$ cat src/rtl/pid_alarm_pkg.sv
package pid_alarm_pkg;

	// Datapath widths.
	localparam int PV_W   = 16;
	localparam int ADDR_W = 8;
	localparam int DATA_W = 32;
	localparam int SEL_W  = 8;

	// Register byte offsets.
	localparam logic [7:0] OFF_THRESHOLD  = 8'h00;
	localparam logic [7:0] OFF_POLARITY   = 8'h04;
	localparam logic [7:0] OFF_FUNC_SEL   = 8'h08;
	localparam logic [7:0] OFF_FLAGS      = 8'h0C;
	localparam logic [7:0] OFF_ERROR      = 8'h10;
	localparam logic [7:0] OFF_IRQ_STATUS = 8'h14;
	localparam logic [7:0] OFF_IRQ_CLEAR  = 8'h18;
	localparam logic [7:0] OFF_IRQ_ENABLE = 8'h1C;

	// Field positions.
	localparam int POL_BIT      = 0;
	localparam int SEL_ONE_LSB  = 0;
	localparam int SEL_TWO_LSB  = 8;
	localparam int SEL_ALM_LSB  = 16;
	localparam int EVT_DEV_BIT  = 0;
	localparam int EVT_ALM_BIT  = 1;
	localparam int EVT_W        = 2;

	// Output function selection codes.
	localparam logic [7:0] FUNC_DEVIATION = 8'h04;
	localparam logic [7:0] FUNC_ALARM     = 8'h05;

	// Reset values.
	localparam logic [15:0] RST_THRESHOLD  = 16'h0000;
	localparam logic        RST_NORM_CLOSE = 1'b1;
	localparam logic [7:0]  RST_SEL_RELAY  = 8'h00;
	localparam logic [7:0]  RST_SEL_ALARM  = FUNC_ALARM;
	localparam logic [1:0]  RST_EVT        = 2'h0;
	localparam logic [31:0] RD_ZERO        = 32'h0000_0000;

	typedef struct packed {
		logic [15:0] threshold;
		logic        normally_closed;
		logic [7:0]  sel_alarm;
		logic [7:0]  sel_relay_two;
		logic [7:0]  sel_relay_one;
	} out_cfg_t;

	typedef struct packed {
		logic alarm;
		logic deviation;
	} flags_t;

endpackage

$ cat src/rtl/pid_deviation_compare.sv
`timescale 1ns/1ns
module pid_deviation_compare (
	// Clock and reset
	input  wire logic        i_core_clk,
	input  wire logic        i_sys_rst,
	// Loop values and threshold
	input  wire logic [15:0] i_setpoint,
	input  wire logic [15:0] i_process_value,
	input  wire logic [15:0] i_threshold,
	// Results
	output logic      [15:0] o_error_mag,
	output logic             o_deviation_flag
);

	function automatic logic [15:0] abs_diff(input logic [15:0] a, input logic [15:0] b);
		abs_diff = (a >= b) ? 16'(a - b) : 16'(b - a);
	endfunction

	logic [15:0] next_error_mag;

	assign next_error_mag = abs_diff(i_setpoint, i_process_value);

	always_ff @(posedge i_core_clk or posedge i_sys_rst)
	begin
		if (i_sys_rst)
			o_error_mag <= 16'h0000;
		else
			o_error_mag <= next_error_mag;
	end

	// threshold compare
	// An exact match keeps the old state so a steady error sitting on the threshold cannot chatter.
	always_ff @(posedge i_core_clk or posedge i_sys_rst)
	begin
		if (i_sys_rst)
			o_deviation_flag <= 1'b0;
		else if (next_error_mag > i_threshold)
			o_deviation_flag <= 1'b1;
		else if (next_error_mag < i_threshold)
			o_deviation_flag <= 1'b0;
	end

	error_magnitude_a: assert property (@(posedge i_core_clk) disable iff (i_sys_rst)
		1'b1 |=> o_error_mag == abs_diff($past(i_setpoint), $past(i_process_value)))
		else $error("error magnitude is not the absolute difference");

	deviation_set_a: assert property (@(posedge i_core_clk) disable iff (i_sys_rst)
		(abs_diff(i_setpoint, i_process_value) > i_threshold) |=> o_deviation_flag)
		else $error("deviation flag not set above threshold");

	deviation_clear_a: assert property (@(posedge i_core_clk) disable iff (i_sys_rst)
		(abs_diff(i_setpoint, i_process_value) < i_threshold) |=> !o_deviation_flag)
		else $error("deviation flag not cleared below threshold");

	deviation_hold_a: assert property (@(posedge i_core_clk) disable iff (i_sys_rst)
		(abs_diff(i_setpoint, i_process_value) == i_threshold) |=> $stable(o_deviation_flag))
		else $error("deviation flag moved at equal threshold");

endmodule

$ cat src/rtl/pid_deviation_alarm_outputs.sv
`timescale 1ns/1ns
module pid_deviation_alarm_outputs (
	// Clock and reset
	input  wire logic        i_core_clk,
	input  wire logic        i_sys_rst,
	// Register port
	input  wire logic [7:0]  i_reg_addr,
	input  wire logic [31:0] i_reg_wdata,
	input  wire logic        i_reg_wr,
	input  wire logic        i_reg_rd,
	output logic      [31:0] o_reg_rdata,
	// PID loop values
	input  wire logic [15:0] i_setpoint,
	input  wire logic [15:0] i_process_value,
	// Drive fault state
	input  wire logic        i_fault_event,
	input  wire logic        i_trip_mode,
	input  wire logic        i_fault_clear,
	// Logic flags
	output logic             o_pid_deviation_flag,
	output logic             o_fault_alarm_flag,
	// Relay coils and alarm relay contacts
	output logic             o_relay_out_one,
	output logic             o_relay_out_two,
	output logic             o_alarm_relay_contact_one_closed,
	output logic             o_alarm_relay_contact_two_closed,
	// Interrupt
	output logic             o_irq
);

	pid_alarm_pkg::out_cfg_t cfg;
	pid_alarm_pkg::flags_t   flags;
	pid_alarm_pkg::flags_t   prev_flags;

	logic [15:0] error_mag;
	logic        deviation_flag;
	logic        fault_latched;
	logic        next_fault_latched;
	logic        alarm_relay_active;
	logic [1:0]  irq_status;
	logic [1:0]  irq_enable;
	logic [1:0]  irq_set;
	logic [1:0]  irq_clear;

	// Picks the flag that a terminal carries for its function code; unknown codes leave it idle.
	function automatic logic term_level(input logic [7:0] sel, input pid_alarm_pkg::flags_t f);
		if (sel == pid_alarm_pkg::FUNC_DEVIATION)
			term_level = f.deviation;
		else if (sel == pid_alarm_pkg::FUNC_ALARM)
			term_level = f.alarm;
		else
			term_level = 1'b0;
	endfunction

	function automatic logic wr_hit(input logic [7:0] off);
		wr_hit = i_reg_wr && (i_reg_addr == off);
	endfunction

	pid_deviation_compare u_compare (
		.i_core_clk       (i_core_clk),
		.i_sys_rst        (i_sys_rst),
		.i_setpoint       (i_setpoint),
		.i_process_value  (i_process_value),
		.i_threshold      (cfg.threshold),
		.o_error_mag      (error_mag),
		.o_deviation_flag (deviation_flag)
	);

	// Configuration registers.
	always_ff @(posedge i_core_clk or posedge i_sys_rst)
	begin
		if (i_sys_rst)
			cfg.threshold <= pid_alarm_pkg::RST_THRESHOLD;
		else if (wr_hit(pid_alarm_pkg::OFF_THRESHOLD))
			cfg.threshold <= i_reg_wdata[15:0];
	end

	always_ff @(posedge i_core_clk or posedge i_sys_rst)
	begin
		if (i_sys_rst)
			cfg.normally_closed <= pid_alarm_pkg::RST_NORM_CLOSE;
		else if (wr_hit(pid_alarm_pkg::OFF_POLARITY))
			cfg.normally_closed <= i_reg_wdata[pid_alarm_pkg::POL_BIT];
	end

	always_ff @(posedge i_core_clk or posedge i_sys_rst)
	begin
		if (i_sys_rst)
		begin
			cfg.sel_relay_one <= pid_alarm_pkg::RST_SEL_RELAY;
			cfg.sel_relay_two <= pid_alarm_pkg::RST_SEL_RELAY;
			cfg.sel_alarm     <= pid_alarm_pkg::RST_SEL_ALARM;
		end
		else if (wr_hit(pid_alarm_pkg::OFF_FUNC_SEL))
		begin
			cfg.sel_relay_one <= i_reg_wdata[pid_alarm_pkg::SEL_ONE_LSB +: 8];
			cfg.sel_relay_two <= i_reg_wdata[pid_alarm_pkg::SEL_TWO_LSB +: 8];
			cfg.sel_alarm     <= i_reg_wdata[pid_alarm_pkg::SEL_ALM_LSB +: 8];
		end
	end

	// fault latch
	// A fault arriving in the same cycle as a clear wins, so no fault is lost.
	assign next_fault_latched = i_fault_event | (fault_latched & ~i_fault_clear);

	always_ff @(posedge i_core_clk or posedge i_sys_rst)
	begin
		if (i_sys_rst)
			fault_latched <= 1'b0;
		else
			fault_latched <= next_fault_latched;
	end

	always_ff @(posedge i_core_clk or posedge i_sys_rst)
	begin
		if (i_sys_rst)
			o_fault_alarm_flag <= 1'b0;
		else
			o_fault_alarm_flag <= next_fault_latched & i_trip_mode;
	end

	assign o_pid_deviation_flag = deviation_flag;
	assign flags.deviation      = deviation_flag;
	assign flags.alarm          = o_fault_alarm_flag;

	always_ff @(posedge i_core_clk or posedge i_sys_rst)
	begin
		if (i_sys_rst)
		begin
			o_relay_out_one <= 1'b0;
			o_relay_out_two <= 1'b0;
		end
		else
		begin
			o_relay_out_one <= term_level(cfg.sel_relay_one, flags);
			o_relay_out_two <= term_level(cfg.sel_relay_two, flags);
		end
	end

	assign alarm_relay_active = term_level(cfg.sel_alarm, flags);

	// contact polarity
	// Under reset the relay sits in its active position, the same state it shows with power removed.
	always_ff @(posedge i_core_clk or posedge i_sys_rst)
	begin
		if (i_sys_rst)
		begin
			o_alarm_relay_contact_one_closed <= 1'b0;
			o_alarm_relay_contact_two_closed <= 1'b1;
		end
		else
		begin
			o_alarm_relay_contact_one_closed <= cfg.normally_closed ? ~alarm_relay_active : alarm_relay_active;
			o_alarm_relay_contact_two_closed <= cfg.normally_closed ? alarm_relay_active : ~alarm_relay_active;
		end
	end

	// Interrupt events are rising edges of the two flags.
	always_ff @(posedge i_core_clk or posedge i_sys_rst)
	begin
		if (i_sys_rst)
			prev_flags <= '0;
		else
			prev_flags <= flags;
	end

	assign irq_set[pid_alarm_pkg::EVT_DEV_BIT] = flags.deviation & ~prev_flags.deviation;
	assign irq_set[pid_alarm_pkg::EVT_ALM_BIT] = flags.alarm & ~prev_flags.alarm;
	assign irq_clear = wr_hit(pid_alarm_pkg::OFF_IRQ_CLEAR) ? i_reg_wdata[1:0] : 2'h0;

	// Setting beats clearing, so an edge in the clear cycle still raises the bit.
	always_ff @(posedge i_core_clk or posedge i_sys_rst)
	begin
		if (i_sys_rst)
			irq_status <= pid_alarm_pkg::RST_EVT;
		else
			irq_status <= (irq_status & ~irq_clear) | irq_set;
	end

	always_ff @(posedge i_core_clk or posedge i_sys_rst)
	begin
		if (i_sys_rst)
			irq_enable <= pid_alarm_pkg::RST_EVT;
		else if (wr_hit(pid_alarm_pkg::OFF_IRQ_ENABLE))
			irq_enable <= i_reg_wdata[1:0];
	end

	assign o_irq = |(irq_status & irq_enable);

	// Read data stand for the one cycle after the strobe and are zero otherwise.
	always_ff @(posedge i_core_clk or posedge i_sys_rst)
	begin
		if (i_sys_rst)
			o_reg_rdata <= pid_alarm_pkg::RD_ZERO;
		else if (!i_reg_rd)
			o_reg_rdata <= pid_alarm_pkg::RD_ZERO;
		else
		begin
			unique case (i_reg_addr)
				pid_alarm_pkg::OFF_THRESHOLD:  o_reg_rdata <= {16'h0000, cfg.threshold};
				pid_alarm_pkg::OFF_POLARITY:   o_reg_rdata <= {31'h0000_0000, cfg.normally_closed};
				pid_alarm_pkg::OFF_FUNC_SEL:
					o_reg_rdata <= {8'h00, cfg.sel_alarm, cfg.sel_relay_two, cfg.sel_relay_one};
				pid_alarm_pkg::OFF_FLAGS:      o_reg_rdata <= {30'h0000_0000, flags.alarm, flags.deviation};
				pid_alarm_pkg::OFF_ERROR:      o_reg_rdata <= {16'h0000, error_mag};
				pid_alarm_pkg::OFF_IRQ_STATUS: o_reg_rdata <= {30'h0000_0000, irq_status};
				pid_alarm_pkg::OFF_IRQ_ENABLE: o_reg_rdata <= {30'h0000_0000, irq_enable};
				default:                       o_reg_rdata <= pid_alarm_pkg::RD_ZERO;
			endcase
		end
	end

	alarm_hold_a: assert property (@(posedge i_core_clk) disable iff (i_sys_rst)
		(fault_latched && i_trip_mode && !i_fault_clear) |=> o_fault_alarm_flag)
		else $error("alarm flag not held during trip");

	alarm_release_a: assert property (@(posedge i_core_clk) disable iff (i_sys_rst)
		(i_fault_clear && !i_fault_event) |=> !o_fault_alarm_flag [*1] ##1 1'b1)
		else $error("alarm flag stayed on after clear");

	deviation_route_a: assert property (@(posedge i_core_clk) disable iff (i_sys_rst)
		(cfg.sel_relay_one == pid_alarm_pkg::FUNC_DEVIATION) |=> o_relay_out_one == $past(flags.deviation))
		else $error("relay one does not follow deviation flag");

	alarm_route_a: assert property (@(posedge i_core_clk) disable iff (i_sys_rst)
		(cfg.sel_relay_two == pid_alarm_pkg::FUNC_ALARM) |=> o_relay_out_two == $past(flags.alarm))
		else $error("relay two does not follow alarm flag");

	alarm_relay_route_a: assert property (@(posedge i_core_clk) disable iff (i_sys_rst)
		(cfg.sel_alarm == pid_alarm_pkg::FUNC_ALARM && cfg.normally_closed) |=>
			o_alarm_relay_contact_one_closed == !$past(flags.alarm))
		else $error("alarm relay does not follow alarm flag");

	alarm_default_a: assert property (@(posedge i_core_clk)
		$fell(i_sys_rst) |-> (cfg.sel_alarm == pid_alarm_pkg::FUNC_ALARM) && cfg.normally_closed)
		else $error("alarm relay default function wrong");

	contact_sense_a: assert property (@(posedge i_core_clk) disable iff (i_sys_rst)
		(!cfg.normally_closed && alarm_relay_active) |=>
			o_alarm_relay_contact_one_closed && !o_alarm_relay_contact_two_closed)
		else $error("open-sense contacts wrong while active");

	contact_pair_a: assert property (@(posedge i_core_clk) disable iff (i_sys_rst)
		o_alarm_relay_contact_one_closed != o_alarm_relay_contact_two_closed)
		else $error("alarm relay contacts not complementary");

	irq_set_wins_a: assert property (@(posedge i_core_clk) disable iff (i_sys_rst)
		(irq_set[pid_alarm_pkg::EVT_ALM_BIT]) |=> irq_status[pid_alarm_pkg::EVT_ALM_BIT])
		else $error("alarm event lost from interrupt status");

	rdata_idle_a: assert property (@(posedge i_core_clk) disable iff (i_sys_rst)
		!i_reg_rd |=> o_reg_rdata == pid_alarm_pkg::RD_ZERO)
		else $error("read data not zero outside a read");

	threshold_read_a: assert property (@(posedge i_core_clk) disable iff (i_sys_rst)
		(i_reg_rd && i_reg_addr == pid_alarm_pkg::OFF_THRESHOLD) |=>
			o_reg_rdata == {16'h0000, $past(cfg.threshold)})
		else $error("threshold read back wrong");

	flags_read_a: assert property (@(posedge i_core_clk) disable iff (i_sys_rst)
		(i_reg_rd && i_reg_addr == pid_alarm_pkg::OFF_FLAGS) |=>
			o_reg_rdata == {30'h0000_0000, $past(flags.alarm), $past(flags.deviation)})
		else $error("flags read back wrong");

	clear_reads_zero_a: assert property (@(posedge i_core_clk) disable iff (i_sys_rst)
		(i_reg_rd && i_reg_addr == pid_alarm_pkg::OFF_IRQ_CLEAR) |=> o_reg_rdata == pid_alarm_pkg::RD_ZERO)
		else $error("clear register did not read zero");

	threshold_write_a: assert property (@(posedge i_core_clk) disable iff (i_sys_rst)
		wr_hit(pid_alarm_pkg::OFF_THRESHOLD) |=>
			cfg.threshold == $past(i_reg_wdata[15:0]))
		else $error("threshold write not taken");

	polarity_write_a: assert property (@(posedge i_core_clk) disable iff (i_sys_rst)
		wr_hit(pid_alarm_pkg::OFF_POLARITY) |=>
			cfg.normally_closed == $past(i_reg_wdata[pid_alarm_pkg::POL_BIT]))
		else $error("polarity write not taken");

	select_write_a: assert property (@(posedge i_core_clk) disable iff (i_sys_rst)
		wr_hit(pid_alarm_pkg::OFF_FUNC_SEL) |=>
			cfg.sel_alarm == $past(i_reg_wdata[pid_alarm_pkg::SEL_ALM_LSB +: 8]))
		else $error("alarm relay function write not taken");

	fault_latch_a: assert property (@(posedge i_core_clk) disable iff (i_sys_rst)
		i_fault_event |=> fault_latched)
		else $error("fault event not latched");

	alarm_needs_trip_a: assert property (@(posedge i_core_clk) disable iff (i_sys_rst)
		!i_trip_mode |=> !o_fault_alarm_flag)
		else $error("alarm flag on outside trip mode");

	relay_one_alarm_a: assert property (@(posedge i_core_clk) disable iff (i_sys_rst)
		(cfg.sel_relay_one == pid_alarm_pkg::FUNC_ALARM) |=> o_relay_out_one == $past(flags.alarm))
		else $error("relay one does not follow alarm flag");

	relay_two_deviation_a: assert property (@(posedge i_core_clk) disable iff (i_sys_rst)
		(cfg.sel_relay_two == pid_alarm_pkg::FUNC_DEVIATION) |=> o_relay_out_two == $past(flags.deviation))
		else $error("relay two does not follow deviation flag");

	unknown_code_idle_a: assert property (@(posedge i_core_clk) disable iff (i_sys_rst)
		(cfg.sel_relay_one != pid_alarm_pkg::FUNC_DEVIATION && cfg.sel_relay_one != pid_alarm_pkg::FUNC_ALARM)
			|=> !o_relay_out_one)
		else $error("relay one active under an unknown code");

	alarm_relay_deviation_a: assert property (@(posedge i_core_clk) disable iff (i_sys_rst)
		(cfg.sel_alarm == pid_alarm_pkg::FUNC_DEVIATION && cfg.normally_closed) |=>
			o_alarm_relay_contact_one_closed == !$past(flags.deviation))
		else $error("alarm relay does not follow deviation flag");

	irq_clear_a: assert property (@(posedge i_core_clk) disable iff (i_sys_rst)
		(wr_hit(pid_alarm_pkg::OFF_IRQ_CLEAR) && i_reg_wdata[pid_alarm_pkg::EVT_ALM_BIT]
			&& !irq_set[pid_alarm_pkg::EVT_ALM_BIT]) |=> !irq_status[pid_alarm_pkg::EVT_ALM_BIT])
		else $error("alarm interrupt status not cleared");

	irq_sticky_a: assert property (@(posedge i_core_clk) disable iff (i_sys_rst)
		(irq_status[pid_alarm_pkg::EVT_ALM_BIT] && !wr_hit(pid_alarm_pkg::OFF_IRQ_CLEAR)) |=>
			irq_status[pid_alarm_pkg::EVT_ALM_BIT])
		else $error("alarm interrupt status dropped without a clear");

	deviation_event_a: assert property (@(posedge i_core_clk) disable iff (i_sys_rst)
		$rose(flags.deviation) |=> irq_status[pid_alarm_pkg::EVT_DEV_BIT])
		else $error("deviation event lost from interrupt status");

	contact_normal_a: assert property (@(posedge i_core_clk) disable iff (i_sys_rst)
		(cfg.normally_closed && !alarm_relay_active) |=>
			o_alarm_relay_contact_one_closed && !o_alarm_relay_contact_two_closed)
		else $error("closed-sense contacts wrong while idle");

endmodule

$ cat config.mk
export PLATFORM = sky130hd
export DESIGN_NAME = pid_deviation_alarm_outputs
export DESIGN_NICKNAME = d
export VERILOG_FILES = /design/src/rtl/pid_alarm_pkg.sv /design/src/rtl/pid_deviation_compare.sv /design/src/rtl/pid_deviation_alarm_outputs.sv
export SDC_FILE = /design/constraint.sdc
export NUM_CORES = 1
export LEC_CHECK = 0
export BUFFER_PORTS_ARGS = -buffer_cell sky130_fd_sc_hd__buf_2
export CELL_PAD_IN_SITES_DETAIL_PLACEMENT = 1
export CELL_PAD_IN_SITES_GLOBAL_PLACEMENT = 1
export CORE_ASPECT_RATIO = 0.6
export CORE_UTILIZATION = 30
export CTS_CLUSTER_SIZE = 28
export DETAILED_ROUTE_END_ITERATION = 7
export GPL_ROUTABILITY_DRIVEN = 1
export PLACE_DENSITY_LB_ADDON = 0.1
export SYNTH_ARGS = -nofsm -noshare
export SYNTH_HDL_FRONTEND = slang
export SYNTH_SLANG_ARGS = --single-unit
$ cat constraint.sdc
create_clock -name i_core_clk -period 5.65 [get_ports i_core_clk]
set_input_delay 0.565 -clock i_core_clk [delete_from_list [all_inputs] [get_ports i_core_clk]]
set_output_delay 0.565 -clock i_core_clk [all_outputs]
set_load 0.01 [all_outputs]
# Word level (Yosys, flattened, before mapping)
# Cells that the tools add are included.
[word_totals]
out_inout_bits = 39
inputBits = 79
regBits = 102
[classes]
n_mux = 14
bitwise_logic = 13
reduce_logical = 8
n_lt_le_gt_ge = 3
add_sub_neg = 2
eq_ne = 13
[ops]
columns = ["cell", "n"]
rows = [
  ["$pmux 24 s7", 1],
  ["$eq 8x3->1 const B", 7],
  ["$eq 8x5->1 const B", 4],
  ["$sub 16x16->16", 2],
  ["$mux 24", 1],
  ["$eq 8x4->1 const B", 2],
  ["$ge 16x16->1", 1],
  ["$gt 16x16->1", 1],
  ["$lt 16x16->1", 1],
  ["$mux 16", 1],
  ["$mux 1", 10],
  ["$logic_not 8->1", 1],
  ["$logic_and 1x1->1", 5],
  ["$and 1x1->1", 4],
  ["$and 2x2->2", 2],
  ["$not 1->1", 4],
  ["$mux 2", 1],
  ["$not 2->2", 1],
  ["$or 2x2->2", 1],
  ["$reduce_bool 2->1", 1],
  ["$reduce_or 2->1", 1],
  ["$or 1x1->1", 1],
]

# Depth between registers and ports, before layout
[depth]
word_depth = 6
mapped_depth = 20
mapped_depth_nobuf = 19

# Cells and area by module
# Synthesis repeated with hierarchy kept, for this count alone.
[hier_totals]
cells_unflattened = 547
hier_area_um2 = 5654.2
[by_module_without_submodules]
columns = ["module", "cells_per_inst", "area_each_um2", "instances"]
rows = [
  ["pid_deviation_alarm_outputs", 258, 3338.2, 1],
  ["pid_deviation_compare", 289, 2316.0, 1],
]

# Worst setup path before layout
# Ideal clock, no wire load.
[synth_path]
kind = "input-to-reg"
from = "in i_setpoint[0]"
to = "reg u_compare.o_deviation_flag"
setup_slack_ns = 2.194
stages = 18
required_time_ns = 5.519
path_buffers = 1
arrival_ns = 3.325
cell_sequence = "inv_1 > ha_1 > inv_1 > fa_1 > nand3_1 > nand3_2 > a211oi_4 > o21a_1 > buf_6 > mux2_2 > ha_1 > nor2b_1 > o21ai_0 > nand2b_1 > a21oi_1 > o21ai_0 > a211oi_1 > a21oi_1"
[synth_between]
elab_chain_cells = 4
elab_cells_between_ends = 8
[synth_lines]
columns = ["item", "line_no", "source"]
rows = [
  ["start: declaration", "pid_deviation_alarm_outputs.sv:13", "input wire logic [15:0] i_setpoint,"],
  ["$sub 16x16->16 / $ge 16x16->1 (equally long branches)", "pid_deviation_compare.sv:16", "abs_diff = (a >= b) ? 16'(a - b) : 16'(b - a);"],
  ["$mux 16 *", "pid_deviation_compare.sv:16", ""],
  ["net u_compare.next_error_mag[1]", "pid_deviation_compare.sv:19", "logic [15:0] next_error_mag;"],
  ["$gt 16x16->1 / $lt 16x16->1 (equally long branches)", "pid_deviation_compare.sv:37, pid_deviation_compare.sv:39", ""],
  ["$mux 1 / $reduce_bool 2->1 (equally long branches)", "n/a", ""],
  ["end signal: assignment", "pid_deviation_compare.sv:36", "o_deviation_flag <= 1'b0;"],
  ["end signal: assignment", "pid_deviation_compare.sv:38", "o_deviation_flag <= 1'b1;"],
  ["end signal: assignment", "pid_deviation_compare.sv:40", "o_deviation_flag <= 1'b0;"],
  ["end: declaration", "pid_deviation_compare.sv:12", "output logic o_deviation_flag"],
]
# Mark *: on every way through the listed nets, which the timed path passes. The rest lies on a longest branch.
# A chain may end at the register's enable or synchronous reset.

# Worst setup path in the final report
# Same ends and word-level chain as after synthesis.

==> results.tsv <==
metric	value	unit
fillers	2042	
nNetsFinal	756	
min_period	3.86	ns
antenna_cells	0	
post-route-period-util	0.682	
seq_area_frac_synth	0.423	
mostFrequentLayoutCells	101 x buf_2, 90 x dfrtp_1, 56 x inv_1, 47 x ha_1, 46 x mux2_2	
rsz0062_at_grt	no	
setup_tns	0	ns
start_kind	input pin	
rows	38	
design_area	0.00655	mm²
htreeDepth	3	
layout-drive-gt1-share	0.297	
grt_usage	0.165	
crit_path_max_fanout	8	
initial_core_util	0.307	
globalRouteOverflowTotal	0	
die_y	108	µm
dieArea	0.0191	mm²
path_class	in -> reg	
required	5.86	ns
power_density	275	mW/mm²
grt_pass1_vias	4384	
insertion_delay	0.34	ns
cts_tree	yes	
grt_pass1_wl	24100	µm
drc	0	
hold_path_class	in -> async	
ir_drop	126	µV
synth-main-ff-cell	dfrtp_1	
synthesis.yosys.warnings	0	
setup_viol	0	
gp_congestion	0.757	
cts_hold_buf	0	
status	complete, no violations	
utilization	0.361	
core-area	0.0181	mm²
synth_seq_cells	94	
holdWs	0.331	ns
dr.pass1.iters	5	
worst_slew_pin_slew	0.912	ns
cts_buffers	9	
die_w	178	µm
hold_viol_final	0	
routed_wl	15000	µm
clockBufferDepth	2	
syn2layout_area_growth	17.5	%
end_kind	register	
drtIter0Drc	221	
drv_cap	0	
ioPinCount	118	
ctsResizeCount	0	
seqCellArea	0.00236	mm²
report.final.slew_viol_count	0	
reg2reg_slack	3.81	ns
postPlaceCellArea	0.00623	mm²
synthCells	535	
fmax	259	MHz
final_antenna_net_count	0	
async_flop_share	1.00	
hpwlAfterDp	11700	µm
relSlewSlack	0.392	
io_buffers	101	
final_common_cell	buf_2	
syn_avg_cell_area	10.4	µm²
vias	4261	
antenna_found_initial	0	
avgRoutedWirePerCell	17.2	µm
clkTransAtPathRegs	0.06	ns
leakagePower	3.26	nW
post_cts_buffers	0	
grt_max_degree	53	
crit_arrival	4.07	ns
yosysUniqueCellTypes	54	
synth_edf_count	0	
syn_area	0.00557	mm²
avgViaCountPerCell	4.89	
skew	0.00644	ns
clkSinkCount	94	
multi_input_area	0.00282	mm²
power	1.80	mW
root_buffer	clkbuf_16	
## sequential cells by signal, summed over array words and instances (netlist names), 2 cells and up
register               flops
u_compare.o_error_mag     16
o_reg_rdata               24
prev_flags                 2
irq_status                 2
irq_enable                 2
cfg                       41
## area by class of cell
type | instances | area share
tap | 240 | 0.0459
timing repair buffer | 106 | 0.0830
clock buffer | 9 | 0.0344
multi-input combinational | 360 | 0.431
inverter | 57 | 0.0329
sequential | 94 | 0.360
clock inverter | 6 | 0.0132
## cells by family after synthesis
family | synth area share
simple gates | 0.100
mux | 0.109
compound gates | 0.155
xor+xnor | 0.0236
fa+ha+maj | 0.113
flops | 0.423
buf+inv | 0.0753
other cells | 0.000673
## per-layer routing
metal	track usage	routed length, µm	up-vias
met2	0.228	6020	111
met1	0.262	8250	2087
met5	0	0	-
met4	0.0244	36	0
li1	-	-	2059
met3	0.0328	721	4
## final timing paths
kind / start / to / cells past startpoint
setup / recovery: i_setpoint[0] / u_compare.o_deviation_flag / 18
hold / removal: i_sys_rst / o_reg_rdata[1] / 2
setup reg to reg: cfg[26] / u_compare.o_deviation_flag / 9
hold reg to reg: prev_flags[1] / irq_status[1] / 1
max in group asynchronous: i_sys_rst / u_compare.o_error_mag[10] / 3
min in group i_core_clk: prev_flags[1] / irq_status[1] / 1
## cell usage after synthesis, types with 8 or more instances
master,count,area [µm²]
a21o_1,10,75.1
inv_1,57,214
ha_1,47,588
o21ai_0,18,90.1
buf_2,8,40.0
a21oi_1,37,185
a222oi_1,15,150
mux2_2,46,518
dfrtp_1,90,2250
o211ai_1,8,60.1
and3_1,13,81.3
nand2_1,29,109
nand3_1,15,75.1
xnor2_1,10,87.6
nor2_1,31,116
buf_4,11,82.6
## worst max-delay path, cell delays in order
cell	delay, ns
buf_2	0.11
inv_1	0.05
ha_1	0.13
inv_1	0.06
fa_1	0.42
nand3_1	0.13
nand3_2	0.11
a211oi_4	0.36
o21a_1	0.43
mux2_2	0.43
ha_1	0.29
nor2b_1	0.13
o21ai_0	0.16
nand2b_1	0.07
a21oi_1	0.14
o21ai_0	0.15
a211oi_1	0.25
a21oi_1	0.07
## report_power, final
part / leakage (nW) / internal, mW / switching (mW)
logic: 1.88 / 0.161 / 0.234
registers: 1.23 / 0.729 / 0.0322
clock network: 0.152 / 0.385 / 0.256
total: 3.26 / 1.28 / 0.522
## through the flow
step                std cells  worst slack [ns]
finish                    872              1.79
global route              872              1.55
CTS                       872              1.80
detailed placement        857              1.46
global placement          857              1.48
floorplan                 542              2.19
(Power assumes the default switching activity.)
